## config.mk

```make
export PLATFORM = sky130hd
export DESIGN_NAME = pcr_lane_cfg
export DESIGN_NICKNAME = d
export VERILOG_FILES = /design/src/rtl/pcr_pkg.sv /design/src/rtl/pcr_map_if.sv /design/src/rtl/pcr_lane_cfg.sv /design/src/rtl/pcr_path_map.sv
export VERILOG_INCLUDE_DIRS = /design/src /design/src/rtl
export SDC_FILE = /design/constraint.sdc
export NUM_CORES = 1
export LEC_CHECK = 0
export ABC_AREA = 1
export CELL_PAD_IN_SITES_DETAIL_PLACEMENT = 0
export CELL_PAD_IN_SITES_GLOBAL_PLACEMENT = 2
export CORE_UTILIZATION = 37
export CTS_CLUSTER_SIZE = 14
export DETAILED_ROUTE_END_ITERATION = 6
export DONT_BUFFER_PORTS = 1
export GPL_TIMING_DRIVEN = 0
export PLACE_DENSITY_LB_ADDON = 0.1
export SKIP_LAST_GASP = 1
export SLEW_MARGIN = 15
export SYNTH_ARGS = -nofsm -noshare
export SYNTH_HDL_FRONTEND = slang
export SYNTH_SLANG_ARGS = --single-unit
```

## constraint.sdc

```tcl
create_clock -name clock -period 3.16 [get_ports clock]
set_input_delay 0.632 -clock clock [delete_from_list [all_inputs] [get_ports clock]]
set_output_delay 0.632 -clock clock [all_outputs]
set_load 0.05 [all_outputs]
```

## src/rtl/pcr_defines.svh

```systemverilog
// Purpose: Offsets, field positions, masks and reset values of the lane
//          coding-rate configuration registers.
// Assumes: Byte addresses on an 8-bit register address; word aligned.
// Notes:   Reset values select the narrow (8b10b) coding path.
`ifndef PCR_DEFINES_SVH
`define PCR_DEFINES_SVH

`define PCR_ADDR_W          8
`define PCR_OFS_OCTET_GEAR  8'h00
`define PCR_OFS_OVERLAY     8'h04
`define PCR_OFS_CLK_SRC     8'h08
`define PCR_OFS_CLK_EN      8'h0C
`define PCR_OFS_SERDES_W    8'h10
`define PCR_OFS_CDR_SLIP    8'h14
`define PCR_OFS_STATUS      8'h18

// lane_octet_gear_ctrl fields.
`define PCR_SWAP_BIT        0
`define PCR_GEAR_LSB        1
// lane_interface_overlay_ctrl fields.
`define PCR_FAB_PATH_LSB    0
`define PCR_CODE_PATH_LSB   4
// lane_clock_source_select fields.
`define PCR_FAB_RX_LSB      0
`define PCR_FAB_TX_LSB      2
`define PCR_CODER_RX_LSB    4
`define PCR_CODER_TX_LSB    6
`define PCR_RXF_WR_LSB      8
`define PCR_TXF_RD_LSB      10
`define PCR_RXF_PIPE_BIT    12
// lane_clock_enable_ctrl fields, one bit each.
`define PCR_EN_NRX_BIT      0
`define PCR_EN_NRXF_BIT     1
`define PCR_EN_NTX_BIT      2
`define PCR_EN_NTXF_BIT     3
`define PCR_EN_WRX_BIT      4
`define PCR_EN_WRXH_BIT     5
`define PCR_EN_WTX_BIT      6
`define PCR_EN_WTXH_BIT     7
// Serializer width and slip fields.
`define PCR_DESER_LSB       0
`define PCR_SER_LSB         3
`define PCR_SLIP_EN_BIT     0
`define PCR_SLIP_SRC_BIT    1

// One-hot coding path patterns.
`define PCR_PATH_NARROW     4'h4
`define PCR_PATH_WIDE       4'h2

// Writable bits of each register; the rest read as zero.
`define PCR_MASK_OCTET_GEAR 32'h0000_0007
`define PCR_MASK_OVERLAY    32'h0000_00FF
`define PCR_MASK_CLK_SRC    32'h0000_1FFF
`define PCR_MASK_CLK_EN     32'h0000_00FF
`define PCR_MASK_SERDES_W   32'h0000_003F
`define PCR_MASK_CDR_SLIP   32'h0000_0003

`define PCR_RST_OCTET_GEAR  32'h0000_0000
`define PCR_RST_OVERLAY     32'h0000_0040
`define PCR_RST_CLK_SRC     32'h0000_00F5
`define PCR_RST_CLK_EN      32'h0000_000F
`define PCR_RST_SERDES_W    32'h0000_003F
`define PCR_RST_CDR_SLIP    32'h0000_0001

`endif

```

## src/rtl/pcr_pkg.sv

```systemverilog
// Purpose: Types shared by the lane coding-rate configuration block.
// Assumes: Constants come from pcr_defines.svh.
// Notes:   State codes are one-hot.
package pcr_pkg;

  typedef enum logic [1:0] {
    PCR_ST_IDLE = 2'b01,
    PCR_ST_ACK  = 2'b10
  } pcr_apb_st_t;

  typedef struct packed {
    pcr_apb_st_t st;
    logic [31:0] octet_gear;
    logic [31:0] overlay;
    logic [31:0] clk_src;
    logic [31:0] clk_en;
    logic [31:0] serdes_w;
    logic [31:0] cdr_slip;
    logic [31:0] prdata;
    logic        pready;
    logic        pslverr;
    logic        narrow_mode;
    logic        wide_mode;
  } pcr_cfg_state_t;

  typedef struct packed {
    logic [7:0]  nar_tx_k;
    logic [15:0] nar_tx_disp;
    logic [3:0]  wide_tx_hdr;
    logic        wide_tx_sos;
    logic        wide_tx_elec_idle;
    logic        wide_tx_bypass;
    logic [7:0]  fab_rx_k;
    logic [7:0]  fab_rx_code_viol;
    logic [7:0]  fab_rx_disp_err;
  } pcr_map_state_t;

endpackage

```

## src/rtl/pcr_map_if.sv

```systemverilog
// Purpose: Decoded coding path handed from the register file to the
//          fabric port mapper.
// Assumes: Both flags come from flip-flops; at most one is high.
// Notes:   Neither high means the one-hot field holds no valid path.
`timescale 1ns/10ps
interface pcr_map_if;
  logic narrow_mode;
  logic wide_mode;
  modport cfg (output narrow_mode, output wide_mode);
  modport map (input narrow_mode, input wide_mode);
endinterface

```

## src/rtl/pcr_lane_cfg.sv

```systemverilog
// Purpose: Lane coding-rate configuration registers behind the dynamic
//          reconfiguration port, with the fabric sideband port mapper.
// Assumes: APB3-style slave, one wait state per access; synchronous pins.
// Notes:   Fields are driven to the lane straight from the registers.
//
// Overview of operation
// Every mode-dependent lane field is rewritten on each coding change.
// Fields go over the reconfiguration port; the lane accepts them.
// Coding path one-hot: 0100 selects 8b10b, 0010 selects 64b6xB.
// Fabric tx and rx bus meaning follows the coding path field.
// Fabric rx and tx clock selects are 1 in both modes.
// Coder rx and tx clock source selects are 3 in both modes.
// FIFO clock selects follow gear width in 8b10b, are 2 in 64b6xB.
// The four 8b10b clock enables are 1 in 8b10b, 0 in 64b6xB.
// Ports reserved in a mode are ignored inputs and meaningless outputs.
// 64b6xB enables set in wide mode; half-rate only for 64-bit fabric.
// Deserializer and serializer widths: 7 for 8b10b, 6 for 64b6xB.
// Slip control enable is 1 in 8b10b and 0 in 64b6xB.
// Slip source is 0 in 8b10b (fabric) and 1 in 64b6xB.
`timescale 1ns/10ps
`include "pcr_defines.svh"
module pcr_lane_cfg
  import pcr_pkg::*;
(
  input  wire logic        clock,
  input  wire logic        rst_n,
  // Dynamic reconfiguration port, APB signalling.
  input  wire logic [7:0]  paddr,
  input  wire logic        psel,
  input  wire logic        penable,
  input  wire logic        pwrite,
  input  wire logic [31:0] pwdata,
  output logic      [31:0] prdata,
  output logic             pready,
  output logic             pslverr,
  // Lane control fields.
  output logic             octet_swap_sel,
  output logic      [1:0]  fifo_path_width,
  output logic      [3:0]  fabric_path_sel,
  output logic      [3:0]  coding_path_onehot_sel,
  output logic      [1:0]  fabric_rx_clock_sel,
  output logic      [1:0]  fabric_tx_clock_sel,
  output logic      [1:0]  coder_rx_clock_sel,
  output logic      [1:0]  coder_tx_clock_sel,
  output logic      [1:0]  rx_fifo_write_clock_sel,
  output logic      [1:0]  tx_fifo_read_clock_sel,
  output logic             rx_fifo_pipe_sel,
  output logic             narrow_code_rx_clock_en,
  output logic             narrow_code_rx_fifo_clock_en,
  output logic             narrow_code_tx_clock_en,
  output logic             narrow_code_tx_fifo_clock_en,
  output logic             wide_code_rx_clock_en,
  output logic             wide_code_rx_half_clock_en,
  output logic             wide_code_tx_clock_en,
  output logic             wide_code_tx_half_clock_en,
  output logic      [2:0]  deser_width_sel,
  output logic      [2:0]  ser_width_sel,
  output logic             cdr_slip_enable,
  output logic             cdr_slip_source,
  output logic             narrow_mode,
  output logic             wide_mode,
  // Fabric sideband, shared between coding paths.
  input  wire logic [7:0]  fab_tx_k,
  input  wire logic [15:0] fab_tx_dispfnc,
  output logic      [7:0]  fab_rx_k,
  output logic      [7:0]  fab_rx_code_viol,
  output logic      [7:0]  fab_rx_disp_err,
  // Coder side.
  output logic      [7:0]  nar_tx_k,
  output logic      [15:0] nar_tx_disp,
  output logic      [3:0]  wide_tx_hdr,
  output logic             wide_tx_sos,
  output logic             wide_tx_elec_idle,
  output logic             wide_tx_bypass,
  input  wire logic [7:0]  nar_rx_k,
  input  wire logic [7:0]  nar_rx_code_viol,
  input  wire logic [7:0]  nar_rx_disp_err,
  input  wire logic        wide_rx_bypass,
  input  wire logic [3:0]  wide_rx_hdr,
  input  wire logic        wide_rx_hdr_val,
  input  wire logic        wide_rx_sos,
  input  wire logic        wide_rx_data_val,
  input  wire logic        wide_status_lock,
  input  wire logic        wide_status_hi_ber
);

  pcr_cfg_state_t cur_ff;
  pcr_cfg_state_t nxt_ff;
  pcr_map_state_t map_out;
  pcr_map_if      mif ();

  logic        access;
  logic        hit;
  logic [31:0] rd_word;
  logic [31:0] status_word;
  logic [3:0]  new_path;

  assign access = psel && penable && (cur_ff.st == PCR_ST_IDLE);

  // A write to the overlay register decodes the path in the same edge
  // that stores it, so the flags never lag the field.
  assign new_path = (access && pwrite && paddr == `PCR_OFS_OVERLAY) ?
                    pwdata[`PCR_CODE_PATH_LSB +: 4] :
                    cur_ff.overlay[`PCR_CODE_PATH_LSB +: 4];

  assign status_word = {30'h0000_0000, cur_ff.wide_mode, cur_ff.narrow_mode};

  always_comb begin
    hit     = 1'b1;
    rd_word = 32'h0000_0000;
    case (paddr)
      `PCR_OFS_OCTET_GEAR: rd_word = cur_ff.octet_gear;
      `PCR_OFS_OVERLAY:    rd_word = cur_ff.overlay;
      `PCR_OFS_CLK_SRC:    rd_word = cur_ff.clk_src;
      `PCR_OFS_CLK_EN:     rd_word = cur_ff.clk_en;
      `PCR_OFS_SERDES_W:   rd_word = cur_ff.serdes_w;
      `PCR_OFS_CDR_SLIP:   rd_word = cur_ff.cdr_slip;
      `PCR_OFS_STATUS:     rd_word = status_word;
      default:             hit = 1'b0;
    endcase
  end

  always_comb begin
    nxt_ff         = cur_ff;
    nxt_ff.pready  = 1'b0;
    nxt_ff.pslverr = 1'b0;
    case (cur_ff.st)
      PCR_ST_IDLE: begin
        if (access) begin
          nxt_ff.st      = PCR_ST_ACK;
          nxt_ff.pready  = 1'b1;
          nxt_ff.pslverr = !hit || (pwrite && paddr == `PCR_OFS_STATUS);
          nxt_ff.prdata  = pwrite ? 32'h0000_0000 : rd_word;
          if (pwrite) begin
            case (paddr)
              `PCR_OFS_OCTET_GEAR:
                nxt_ff.octet_gear = pwdata & `PCR_MASK_OCTET_GEAR;
              `PCR_OFS_OVERLAY:
                nxt_ff.overlay = pwdata & `PCR_MASK_OVERLAY;
              `PCR_OFS_CLK_SRC:
                nxt_ff.clk_src = pwdata & `PCR_MASK_CLK_SRC;
              `PCR_OFS_CLK_EN:
                nxt_ff.clk_en = pwdata & `PCR_MASK_CLK_EN;
              `PCR_OFS_SERDES_W:
                nxt_ff.serdes_w = pwdata & `PCR_MASK_SERDES_W;
              `PCR_OFS_CDR_SLIP:
                nxt_ff.cdr_slip = pwdata & `PCR_MASK_CDR_SLIP;
              default: begin
              end
            endcase
          end
        end
      end
      PCR_ST_ACK: begin
        nxt_ff.st = PCR_ST_IDLE;
      end
      default: begin
        nxt_ff.st = PCR_ST_IDLE;
      end
    endcase
    // Any pattern other than the two legal ones selects no path.
    nxt_ff.narrow_mode = (new_path == `PCR_PATH_NARROW);
    nxt_ff.wide_mode   = (new_path == `PCR_PATH_WIDE);
  end

  always_ff @(posedge clock or negedge rst_n) begin
    if (!rst_n) begin
      cur_ff             <= '0;
      cur_ff.st          <= PCR_ST_IDLE;
      cur_ff.octet_gear  <= `PCR_RST_OCTET_GEAR;
      cur_ff.overlay     <= `PCR_RST_OVERLAY;
      cur_ff.clk_src     <= `PCR_RST_CLK_SRC;
      cur_ff.clk_en      <= `PCR_RST_CLK_EN;
      cur_ff.serdes_w    <= `PCR_RST_SERDES_W;
      cur_ff.cdr_slip    <= `PCR_RST_CDR_SLIP;
      cur_ff.narrow_mode <= 1'b1;
    end else begin
      cur_ff <= nxt_ff;
    end
  end

  assign mif.narrow_mode = cur_ff.narrow_mode;
  assign mif.wide_mode   = cur_ff.wide_mode;

  pcr_path_map u_map (
    .clock              (clock),
    .rst_n              (rst_n),
    .mif                (mif.map),
    .fab_tx_k           (fab_tx_k),
    .fab_tx_dispfnc     (fab_tx_dispfnc),
    .nar_rx_k           (nar_rx_k),
    .nar_rx_code_viol   (nar_rx_code_viol),
    .nar_rx_disp_err    (nar_rx_disp_err),
    .wide_rx_bypass     (wide_rx_bypass),
    .wide_rx_hdr        (wide_rx_hdr),
    .wide_rx_hdr_val    (wide_rx_hdr_val),
    .wide_rx_sos        (wide_rx_sos),
    .wide_rx_data_val   (wide_rx_data_val),
    .wide_status_lock   (wide_status_lock),
    .wide_status_hi_ber (wide_status_hi_ber),
    .mout               (map_out)
  );

  assign prdata  = cur_ff.prdata;
  assign pready  = cur_ff.pready;
  assign pslverr = cur_ff.pslverr;

  assign octet_swap_sel          = cur_ff.octet_gear[`PCR_SWAP_BIT];
  assign fifo_path_width         = cur_ff.octet_gear[`PCR_GEAR_LSB +: 2];
  assign fabric_path_sel         = cur_ff.overlay[`PCR_FAB_PATH_LSB +: 4];
  assign coding_path_onehot_sel  = cur_ff.overlay[`PCR_CODE_PATH_LSB +: 4];
  assign fabric_rx_clock_sel     = cur_ff.clk_src[`PCR_FAB_RX_LSB +: 2];
  assign fabric_tx_clock_sel     = cur_ff.clk_src[`PCR_FAB_TX_LSB +: 2];
  assign coder_rx_clock_sel      = cur_ff.clk_src[`PCR_CODER_RX_LSB +: 2];
  assign coder_tx_clock_sel      = cur_ff.clk_src[`PCR_CODER_TX_LSB +: 2];
  assign rx_fifo_write_clock_sel = cur_ff.clk_src[`PCR_RXF_WR_LSB +: 2];
  assign tx_fifo_read_clock_sel  = cur_ff.clk_src[`PCR_TXF_RD_LSB +: 2];
  assign rx_fifo_pipe_sel        = cur_ff.clk_src[`PCR_RXF_PIPE_BIT];

  assign narrow_code_rx_clock_en      = cur_ff.clk_en[`PCR_EN_NRX_BIT];
  assign narrow_code_rx_fifo_clock_en = cur_ff.clk_en[`PCR_EN_NRXF_BIT];
  assign narrow_code_tx_clock_en      = cur_ff.clk_en[`PCR_EN_NTX_BIT];
  assign narrow_code_tx_fifo_clock_en = cur_ff.clk_en[`PCR_EN_NTXF_BIT];
  assign wide_code_rx_clock_en        = cur_ff.clk_en[`PCR_EN_WRX_BIT];
  assign wide_code_rx_half_clock_en   = cur_ff.clk_en[`PCR_EN_WRXH_BIT];
  assign wide_code_tx_clock_en        = cur_ff.clk_en[`PCR_EN_WTX_BIT];
  assign wide_code_tx_half_clock_en   = cur_ff.clk_en[`PCR_EN_WTXH_BIT];

  assign deser_width_sel = cur_ff.serdes_w[`PCR_DESER_LSB +: 3];
  assign ser_width_sel   = cur_ff.serdes_w[`PCR_SER_LSB +: 3];
  assign cdr_slip_enable = cur_ff.cdr_slip[`PCR_SLIP_EN_BIT];
  assign cdr_slip_source = cur_ff.cdr_slip[`PCR_SLIP_SRC_BIT];
  assign narrow_mode     = cur_ff.narrow_mode;
  assign wide_mode       = cur_ff.wide_mode;

  assign fab_rx_k          = map_out.fab_rx_k;
  assign fab_rx_code_viol  = map_out.fab_rx_code_viol;
  assign fab_rx_disp_err   = map_out.fab_rx_disp_err;
  assign nar_tx_k          = map_out.nar_tx_k;
  assign nar_tx_disp       = map_out.nar_tx_disp;
  assign wide_tx_hdr       = map_out.wide_tx_hdr;
  assign wide_tx_sos       = map_out.wide_tx_sos;
  assign wide_tx_elec_idle = map_out.wide_tx_elec_idle;
  assign wide_tx_bypass    = map_out.wide_tx_bypass;

endmodule

```

## src/rtl/pcr_path_map.sv

```systemverilog
// Purpose: Reinterprets the shared fabric sideband ports for the coding
//          path selected in the overlay register.
// Assumes: Mode flags are registered and change only on an overlay register write or a reset.
// Notes:   One cycle of latency in each direction.
`timescale 1ns/10ps
module pcr_path_map
  import pcr_pkg::*;
(
  input  wire logic        clock,
  input  wire logic        rst_n,
  pcr_map_if.map           mif,
  input  wire logic [7:0]  fab_tx_k,
  input  wire logic [15:0] fab_tx_dispfnc,
  input  wire logic [7:0]  nar_rx_k,
  input  wire logic [7:0]  nar_rx_code_viol,
  input  wire logic [7:0]  nar_rx_disp_err,
  input  wire logic        wide_rx_bypass,
  input  wire logic [3:0]  wide_rx_hdr,
  input  wire logic        wide_rx_hdr_val,
  input  wire logic        wide_rx_sos,
  input  wire logic        wide_rx_data_val,
  input  wire logic        wide_status_lock,
  input  wire logic        wide_status_hi_ber,
  output pcr_map_state_t   mout
);

  pcr_map_state_t cur_ff;
  pcr_map_state_t nxt_ff;

  always_comb begin
    nxt_ff = '0;
    if (mif.narrow_mode) begin
      nxt_ff.nar_tx_k         = fab_tx_k;
      nxt_ff.nar_tx_disp      = fab_tx_dispfnc;
      nxt_ff.fab_rx_k         = nar_rx_k;
      nxt_ff.fab_rx_code_viol = nar_rx_code_viol;
      nxt_ff.fab_rx_disp_err  = nar_rx_disp_err;
    end else if (mif.wide_mode) begin
      // Reserved inputs are dropped and reserved outputs held at zero.
      nxt_ff.wide_tx_hdr        = fab_tx_k[3:0];
      nxt_ff.wide_tx_sos        = fab_tx_k[4];
      nxt_ff.wide_tx_elec_idle  = fab_tx_dispfnc[15];
      nxt_ff.wide_tx_bypass     = fab_tx_dispfnc[14];
      nxt_ff.fab_rx_k[7]        = wide_rx_bypass;
      nxt_ff.fab_rx_disp_err[4] = wide_rx_hdr_val;
      nxt_ff.fab_rx_code_viol[3] = wide_status_hi_ber;
      nxt_ff.fab_rx_disp_err[3] = wide_status_lock;
      nxt_ff.fab_rx_code_viol[2] = wide_rx_sos;
      nxt_ff.fab_rx_disp_err[2] = wide_rx_data_val;
      nxt_ff.fab_rx_code_viol[1] = wide_rx_hdr[3];
      nxt_ff.fab_rx_disp_err[1] = wide_rx_hdr[2];
      nxt_ff.fab_rx_code_viol[0] = wide_rx_hdr[1];
      nxt_ff.fab_rx_disp_err[0] = wide_rx_hdr[0];
    end
  end

  always_ff @(posedge clock or negedge rst_n) begin
    if (!rst_n) begin
      cur_ff <= '0;
    end else begin
      cur_ff <= nxt_ff;
    end
  end

  assign mout = cur_ff;

endmodule

```

==> impl_metrics.env, run 1 <==
export IMPL_status="finished, final reports clean"
export IMPL_fp_dieH_um=118.2
export IMPL_p_int_mw=2.724
export IMPL_comb_power_share=0.047
export IMPL_wl_mm=12.69
export IMPL_path_class="reg2reg"
export IMPL_post_route_period_util=0.5846
export IMPL_overflow=0
export IMPL_core_um2=13190
export IMPL_grt_usage=0.1926
export IMPL_final_layout_size_suffix_gt1_frac=0.2094
export IMPL_rows=42
export IMPL_netSwitchingPower_uw=788.8
export IMPL_fmax_mhz=541.4
export IMPL_clock_sinks=114
export IMPL_nets=707
export IMPL_synth_top_area_frac=0.4708
export IMPL_cp_data_required_time_ns=3.44
export IMPL_place_congestion=0.7612
export IMPL_critPathLaunch="cur_ff[228]"
export IMPL_p_sw_frac=0.2245
export IMPL_finalHoldViolCount=0
export IMPL_wire_per_inst_um=16.03
export IMPL_fin_util=0.4467
export IMPL_synth_area_leaders="dfrtp_1 (47%), nand2_1 (13%), dfstp_2 (11%)"
export IMPL_ant_nets=0
export IMPL_htreeDepth=4
export IMPL_reg2reg_depth=6
export IMPL_slew_viol_final=0
export IMPL_cts_made_buffers=17
export IMPL_first_iter_violations=171
export IMPL_clkLatencyLatePin_ns=0.40
export IMPL_p_per_area_nw_per_um2=596.2
export IMPL_maxCapViolCount=0
export IMPL_r2r_start="cur_ff[228]"
export IMPL_hold_class="in2async"
export IMPL_ios=234
export IMPL_ys_types=25
export IMPL_antenna_found_initial=0
export IMPL_finalSetupViolCount=0
export IMPL_synth_seq_area_share=0.5760
export IMPL_portBuffers=0
export IMPL_synthCells=566
export IMPL_post_place_ws_ns=1.111
export IMPL_crit_path_start_kind="flip-flop"
export IMPL_post_route_min_period_ns=1.847
export IMPL_worstPathArrival_ns=2.13
export IMPL_area_delta_synth_final_pct=17.93
export IMPL_cts_tree="built"
export IMPL_grt_max_degree=95
export IMPL_pwr_share_clk=0.528
export IMPL_dp_hpwl_mm=9.087
export IMPL_tightestPinTransition_ns=0.5399
export IMPL_first_pass_iters=6
export IMPL_worstSetupEndpointType="flip-flop"
export IMPL_ys_warn_count=0
export IMPL_leakage_nw=3.276
export IMPL_drc=0
export IMPL_vias=3490
export IMPL_setup_ws_ns=1.313
export IMPL_fin_area_um2=5892
export IMPL_fin_worst_skew_ns=0.004393
export IMPL_place_area_um2=5284
export IMPL_critPathMaxFanout=10
export IMPL_grt_pass1_wl_mm=19.95
export IMPL_fp_dieW_um=118.2
export IMPL_cts_root_buffer_cell="clkbuf_16"
export IMPL_die_area_um2=13970
export IMPL_synth_area_um2=4996
export IMPL_avgSynthCellArea_um2=8.827
export IMPL_viasPerCell=4.407
export IMPL_ys_ff_latch=114
export IMPL_crit_end="wide_code_rx_half_clock_en"
export IMPL_cts_max_path_buffers=2
export IMPL_antenna_cells=0
export IMPL_ir_drop_uv=336.4
export IMPL_rsz0062_at_grt="false"
export IMPL_r2r_end="wide_code_rx_half_clock_en"
export IMPL_reg2reg_slack_ns=1.31
export IMPL_seqPwrFrac=0.425
export IMPL_grt_pass1_vias=3642
export IMPL_initial_utilization=0.3788
export IMPL_final_setup_tns_ns=0
export IMPL_slew_headroom=0.6401
export IMPL_clk_pin_slew_ns=0.05
export IMPL_yosys_area_top_type="dfrtp_1"
-- layout make-up --
cell class                      instances  area, um^2
Fill cell                            1330        7298
Sequential cell                       114        2878
Clock buffer                           22       474.2
Inverter                               71       266.5
Clock inverter                          9       106.4
Buffer                                 76       531.8
Tap cell                              176       220.2
Timing Repair Buffer                    1       27.53
Multi-Input combinational cell        323        1388
-- sequential cells by signal (all words and copies together), names as in the netlist, 3 cells and up --
| register | count |
|---|---|
| fabric_path_sel | 4 |
| u_map.mout | 55 |
| prdata | 13 |
| ser_width_sel | 3 |
| coding_path_onehot_sel | 4 |
| deser_width_sel | 3 |
-- per-layer routing --
| layer | share of wire | up-vias | GRT usage | wire [um] |
|---|---|---|---|---|
| met5 | 0 | - | 0 | 0 |
| met1 | 0.39 | 1594 | 0.2266 | 4888 |
| met3 | 0.12 | 11 | 0.09122 | 1462 |
| met2 | 0.49 | 155 | 0.3033 | 6198 |
| met4 | 0.011 | 0 | 0.07532 | 144 |
| li1 | - | 1730 | - | - |
-- kinds of logic (layout without fill, tap and decap cells) --
group                  Yosys count  count (layout)  share of synthesized area
buffers and inverters          147             179                     0.1598
AO/OA/AOI/OAI                   48              48                    0.04833
AND/OR/NAND/NOR                256             256                     0.2151
flip-flops                     114             114                     0.5760
other                            1              19                  0.0007506
-- critical path, stage by stage, from the launching register on --
cell     delay [ns]
dfstp_2        0.51
nand2_1        0.11
nor3_4         0.41
nand3_2        0.31
buf_6          0.24
nand2_1        0.05
o21ai_0        0.09
-- worst min-delay path by stage --
| stage | from | endpoint | slack, ns | cells past startpoint |
|---|---|---|---|---|
| after floorplan | rst_n | cdr_slip_source | 0.34 | 0 |
| after global placement | rst_n | fifo_path_width[1] | 0.34 | 0 |
| after detailed placement | rst_n | prdata[2] | 0.34 | 0 |
| after CTS | rst_n | narrow_code_tx_clock_en | 0.05 | 0 |
| after global routing | rst_n | deser_width_sel[0] | 0.05 | 0 |
| final | rst_n | narrow_code_tx_clock_en | 0.07 | 0 |
-- metrics by stage --
stage	instances	hold slack, ns	power, mW
2_1_floorplan	584	0.3364	1.639
5_1_grt	792	0.04856	3.650
6_report	792	0.07475	3.513
3_3_place_gp	760	0.3413	1.654
4_1_cts	792	0.05213	3.561
3_5_place_dp	760	0.3405	1.655
-- power by group through the flow --
| stage | sequential, mW | combinational [mW] | clock [mW] |
|---|---|---|---|
| floorplan | 1.51 | 0.124 | 0 |
| global placement | 1.52 | 0.137 | 0 |
| detailed placement | 1.52 | 0.137 | 0 |
| CTS | 1.49 | 0.166 | 1.90 |
| global route | 1.49 | 0.179 | 1.98 |
| finish | 1.49 | 0.164 | 1.86 |
-- placed cells by master (no fill, tap or decap), drive strengths merged --
master / Yosys / routed
dfstp: 20 / 20
o21ai: 42 / 42
inv: 70 / 70
nor3: 1 / 1
buf: 71 / 72
a21oi: 5 / 5
bufinv: 0 / 2
a31oi: 1 / 1
nand3: 45 / 45
conb: 1 / 19
dfrtp: 94 / 94
nor2: 35 / 35
nand2: 172 / 172
clkbuf: 5 / 27
clkinv: 1 / 5
clkinvlp: 0 / 3
nand4: 3 / 3
-- Yosys cell counts --
| cell | count |
|---|---|
| nor2_1 | 29 |
| inv_2 | 1 |
| nor2_2 | 5 |
| nand3_2 | 1 |
| buf_2 | 5 |
| dfrtp_1 | 94 |
| conb_1 | 1 |
| inv_1 | 69 |
| nor3_4 | 1 |
| buf_4 | 60 |
| nor2_4 | 1 |
| nand4_1 | 3 |
| nand3_1 | 44 |
| nand2_1 | 169 |
| clkinv_1 | 1 |
| a21oi_1 | 5 |
| buf_1 | 4 |
| nand2_2 | 2 |
| dfstp_2 | 20 |
| o21ai_0 | 26 |
| nand2_4 | 1 |
| a31oi_1 | 1 |
| buf_6 | 2 |
| o21ai_1 | 16 |
| clkbuf_1 | 5 |
-- what timing repair did --
action / CTS / global route
hold buffers: 1 / 0
setup buffers: 0 / 0
endpoints found under the hold margin: 94 / 0
setup endpoints to repair: 0 / 0
resized for setup: 0 / 0
Note: power is estimated with default switching activity, not from simulation.
==> run 2: changes to the inputs <==
- CORE_UTILIZATION: 37 -> 35
- clock period: 3.16 -> 1.7 ns (I/O delays scaled with it)
==> impl_metrics.env, run 2 (synthesis results as in run 1) <==
export IMPL_reg2reg_slack_ns=0.09
export IMPL_critPathLaunch="cur_ff[228]"
export IMPL_cts_made_buffers=17
export IMPL_final_setup_tns_ns=0
export IMPL_viasPerCell=4.408
export IMPL_rsz0062_at_grt="true"
export IMPL_ant_nets=0
export IMPL_path_class="reg2reg"
export IMPL_largest_reg_flops=55
export IMPL_first_iter_violations=176
export IMPL_critPathMaxFanout=11
export IMPL_total_power_mw=6.824
export IMPL_place_congestion=0.7450
export IMPL_reg2reg_depth=8
export IMPL_p_per_area_nw_per_um2=1140
export IMPL_antenna_cells=0
export IMPL_clkLatencyLatePin_ns=0.41
export IMPL_crit_path_start_kind="flip-flop"
export IMPL_dr_wl_met2_mm=6.378
export IMPL_clock_sinks=114
export IMPL_top_layer_used="met4"
export IMPL_violations="negative hold slack"
export IMPL_final_common_cell="nand2_1"
export IMPL_antenna_found_initial=0
export IMPL_grt_pass1_wl_mm=19.69
export IMPL_slew_viol_final=0
export IMPL_dp_hpwl_mm=9.221
export IMPL_drc=0
export IMPL_core_um2=13880
export IMPL_worstPathArrival_ns=1.94
export IMPL_ios=234
export IMPL_clk_pin_slew_ns=0.05
export IMPL_post_route_period_util=0.9444
export IMPL_tightestPinTransition_ns=0.5775
export IMPL_cts_tree="built"
export IMPL_leakage_nw=3.319
export IMPL_first_pass_iters=5
export IMPL_slowest_stage="dfstp_2"
export IMPL_layout_common_cells="nand2_1 (168), dfrtp_1 (94), inv_1 (69)"
export IMPL_wl_mm=12.94
export IMPL_final_layout_size_suffix_gt1_frac=0.2323
export IMPL_grt_pass1_vias=3560
export IMPL_status="finished, violations left"
export IMPL_worstSetupEndpointType="flip-flop"
export IMPL_fp_dieH_um=121.5
export IMPL_area_delta_synth_final_pct=19.76
export IMPL_overflow=0
export IMPL_maxCapViolCount=0
export IMPL_hold_class="in2async"
export IMPL_portBuffers=0
export IMPL_grt_max_degree=115
export IMPL_finalHoldViolCount=114
export IMPL_wl_met1_mm=5.051
export IMPL_r2r_end="narrow_mode"
export IMPL_cts_root_buffer_cell="clkbuf_16"
export IMPL_finalSetupViolCount=0
export IMPL_grt_usage=0.1828
export IMPL_fmax_mhz=622.9
export IMPL_rows=43
export IMPL_post_route_min_period_ns=1.605
export IMPL_r2r_start="cur_ff[228]"
export IMPL_route_met3_wl_mm=1.381
export IMPL_initial_utilization=0.3599
export IMPL_nets=710
export IMPL_slowest_delay_ns=0.52
export IMPL_hold_slack_ns=-0.3664
export IMPL_vias=3526
export IMPL_htreeDepth=4
export IMPL_fin_area_um2=5983
export IMPL_wire_per_inst_um=16.17
export IMPL_ir_drop_uv=633.1
export IMPL_path_cells="nand2_2 -> nor3_4 -> buf_12 -> buf_4 -> nand2_8 -> o21ai_1 -> nand2_1 -> nor2_1"
export IMPL_fin_worst_skew_ns=0.005514
export IMPL_cp_data_required_time_ns=2.04
export IMPL_fp_dieW_um=121.5
export IMPL_slew_headroom=0.6136
export IMPL_place_area_um2=5289
export IMPL_cts_max_path_buffers=2
export IMPL_die_area_um2=14760
## run 2: how the worst max path moves through the flow
stage / to / slack, ns / depth (start not counted)
CTS: wide_mode / 0.01 / 9
detailed placement: wide_code_tx_clock_en / -0.21 / 6
global placement: wide_code_tx_clock_en / -0.23 / 6
finish: narrow_mode / 0.09 / 8
global route: narrow_mode / -0.02 / 9
floorplan: u_map.mout[24] / 0.23 / 3
## run 2: critical path, delay by kind of cell, from the launching register on
kind / cells / cell delay (ns)
buf+inv: 2 / 0.28
simple gates: 5 / 0.56
compound gates: 1 / 0.17
flops: 1 / 0.52
## run 2: metal layers
layer / global-route usage / vias to the layer above
met5: 0 / -
met4: 0.06250 / 0
met3: 0.08553 / 10
met2: 0.2962 / 143
met1: 0.2110 / 1628
li1: - / 1745
## run 2: final cells by class
cell class	instances	area, um^2
fillers	1398	7898
flip-flops and latches	114	2878
repair buffers	4	40.04
clock buffers	17	425.4
clock inverters	15	207.7
multi-input cells	323	1399
well taps	180	225.2
plain buffers	76	541.8
inverters	71	266.5
## run 2: report_power, final
part           leakage, nW  switching (mW)  internal, mW
combinational         1.54           0.198        0.0668
clock                0.296            1.32          2.47
sequential            1.48          0.0347          2.74
total                 3.32            1.55          5.27
## run 2: per-stage QoR
stage	std cells	utilization	hold WS, ns	worst slack (ns)
after floorplan	584	-	0.04441	0.2282
after global placement	764	0.3810	0.04862	-0.2325
after detailed placement	764	0.3810	0.04883	-0.2085
after CTS	800	0.4303	-0.3887	0.01475
after global routing	800	0.4310	-0.3935	-0.02484
final	800	0.4310	-0.3664	0.09451
## run 2: timing repair
action | CTS | global route
setup buffers | 3 | 0
gates resized for setup | 8 | 3
gates cloned | 1 | 0
endpoints found under the setup margin | 79 | 26
pin swaps | 1 | 1
hold endpoints to repair | 114 | 114
==> run 3: changes to the inputs <==
- BUFFER_PORTS_ARGS: default -> -buffer_cell sky130_fd_sc_hd__buf_2
- CORE_UTILIZATION: 35 -> 26
- DONT_BUFFER_PORTS: 1 -> default
==> impl_metrics.env, run 3 (synthesis results as in run 1) <==
export IMPL_status="finished, final reports clean"
export IMPL_critPathTopFamily="flip-flops"
export IMPL_r2r_start="cur_ff[228]"
export IMPL_seqPwrFrac=0.393
export IMPL_cts_made_buffers=17
export IMPL_grt_usage=0.1581
export IMPL_place_congestion=0.7244
export IMPL_final_layout_size_suffix_gt1_frac=0.4066
export IMPL_dp_hpwl_mm=11.07
export IMPL_maxCapViolCount=0
export IMPL_fp_dieW_um=140.6
export IMPL_rsz0062_at_grt="false"
export IMPL_use_met1=0.1825
export IMPL_p_sw_frac=0.2243
export IMPL_core_um2=18770
export IMPL_grt_pass1_vias=4419
export IMPL_comb_power_share=0.066
export IMPL_cts_root_buffer_cell="clkbuf_16"
export IMPL_path_cells="buf_4 -> buf_2"
export IMPL_clk_pin_slew_ns=0.05
export IMPL_drc=0
export IMPL_finalSetupViolCount=0
export IMPL_initial_utilization=0.2662
export IMPL_wire_per_inst_um=14.03
export IMPL_whs_path_depth=3
export IMPL_cts_tree="built"
export IMPL_grtUsageMet2=0.2558
export IMPL_cp_data_required_time_ns=1.36
export IMPL_first_iter_violations=138
export IMPL_worstPathArrival_ns=1.31
export IMPL_vias=4159
export IMPL_critPathMaxFanout=3
export IMPL_ios=234
export IMPL_largest_reg_flops=55
export IMPL_viasPerCell=3.961
export IMPL_hold_class="in2reg"
export IMPL_finalHoldViolCount=0
export IMPL_post_place_ws_ns=-0.1895
export IMPL_cp_num_buf_inv=2
export IMPL_final_setup_tns_ns=0
export IMPL_post_route_min_period_ns=1.649
export IMPL_post_route_period_util=0.9702
export IMPL_tightestPinTransition_ns=0.5725
export IMPL_r2r_end="fabric_rx_clock_sel[1]"
export IMPL_path_class="reg2out"
export IMPL_first_pass_iters=4
export IMPL_slowest_stage="dfstp_2"
export IMPL_worstHoldStart="nar_rx_code_viol[5]"
export IMPL_p_int_mw=5.424
export IMPL_crit_path_start_kind="flip-flop"
export IMPL_slew_viol_final=0
export IMPL_slew_headroom=0.6179
export IMPL_slowest_delay_ns=0.55
export IMPL_total_power_mw=6.992
export IMPL_grt_pass1_wl_mm=23.65
export IMPL_setup_ws_ns=0.05058
export IMPL_final_common_cell="buf_2"
export IMPL_reg2reg_depth=7
export IMPL_htreeDepth=4
export IMPL_grt_max_degree=77
export IMPL_reg2reg_slack_ns=0.11
export IMPL_fin_worst_skew_ns=0.005222
export IMPL_clock_sinks=114
export IMPL_ant_nets=0
export IMPL_clkLatencyLatePin_ns=0.40
export IMPL_cts_max_path_buffers=2
export IMPL_fp_dieH_um=140.6
export IMPL_leakage_nw=4.261
export IMPL_worstSetupEndpointType="output port"
export IMPL_area_delta_synth_final_pct=41.45
export IMPL_antenna_found_initial=2
export IMPL_wl_mm=14.74
export IMPL_overflow=0
export IMPL_grt_util_met3=0.07982
export IMPL_portBuffers=195
export IMPL_grt_busiest_layer="met2"
export IMPL_pwr_share_clk=0.541
export IMPL_layout_common_cells="buf_2 (195), nand2_1 (169), dfrtp_1 (94)"
export IMPL_die_area_um2=19770
export IMPL_rows=50
export IMPL_p_per_area_nw_per_um2=989.5
export IMPL_min_to="u_map.mout[13]"
export IMPL_fmax_mhz=606.3
export IMPL_netSwitchingPower_mw=1.568
export IMPL_nets=904
export IMPL_ir_drop_uv=665.3
## run 3: changes by cell type in the layout (fill, tap and decap cells not counted), moves of 2 or more
cell,before,now
buf_2,10,195
clkbuf_2,4,2
inv_6,3,0
clkbuf_8,0,6
clkinv_4,3,0
diode_2,0,2
clkbuf_4,0,3
clkbuf_1,1,3
buf_1,0,4
## run 3: worst max-delay path by stage
stage                                 startpoint                endpoint  depth (start not counted)  slack, ns
after floorplan                      narrow_mode          u_map.mout[24]                          3       0.23
after global placement                     rst_n          u_map.mout[24]                          1      -1.23
after detailed placement                paddr[4]  fabric_rx_clock_sel[1]                          8      -0.19
after CTS                            cur_ff[228]  fabric_rx_clock_sel[1]                          7      0.005
after global routing            ser_width_sel[0]        ser_width_sel[0]                          2     0.0004
final                     fabric_rx_clock_sel[0]  fabric_rx_clock_sel[0]                          2       0.05
## run 3: repair_timing
| item | in CTS | in global routing |
|---|---|---|
| endpoints found under the hold margin | 31 | 0 |
| hold buffers | 1 | 0 |
| buffers inserted | 2 | 0 |
| resized for setup | 0 | 12 |
| endpoints found under the setup margin | 29 | 77 |
| pin swaps | 1 | 1 |
## run 3: stage by stage
step           cells    util  area (um^2)  hold slack [ns]
6_report        1050  0.3765         7067           0.1210
5_1_grt         1048  0.3763         7062           0.1052
4_1_cts         1049  0.3750         7038          0.09780
3_5_place_dp    1014  0.3392         6366           0.2816
3_3_place_gp    1013  0.3374         6332           0.4641
2_1_floorplan    584       -         5064          0.04441
## run 3: power groups by stage
stage	Clock [mW]	Sequential, mW	Combinational [mW]
4_1_cts	3.88	2.75	0.469
3_5_place_dp	0	2.80	0.461
5_1_grt	4.00	2.75	0.504
3_3_place_gp	0	2.80	0.447
2_1_floorplan	0	2.82	0.230
6_report	3.78	2.75	0.462
## run 3: worst min-delay path, cell delays in order
cell     delay (ns)
buf_2          0.07
nand2_1        0.04
inv_1          0.04
## run 3: cell type report
type / instances / area (um^2)
inverter: 71 / 266.5
timing repair buffer: 199 / 1052
tap: 234 / 292.8
fill: 2014 / 11700
clock buffer: 24 / 511.7
sequential: 114 / 2878
buffer: 75 / 539.3
clock inverter: 8 / 122.6
antenna: 2 / 5.005
multi-input combinational: 323 / 1399
## run 3: layer usage
layer  part of all wire  vias to the layer above
met4              0.010                        2
met3               0.10                       14
met5            0.00054                        -
met1               0.42                     1880
li1                   -                     2128
met2               0.47                      135
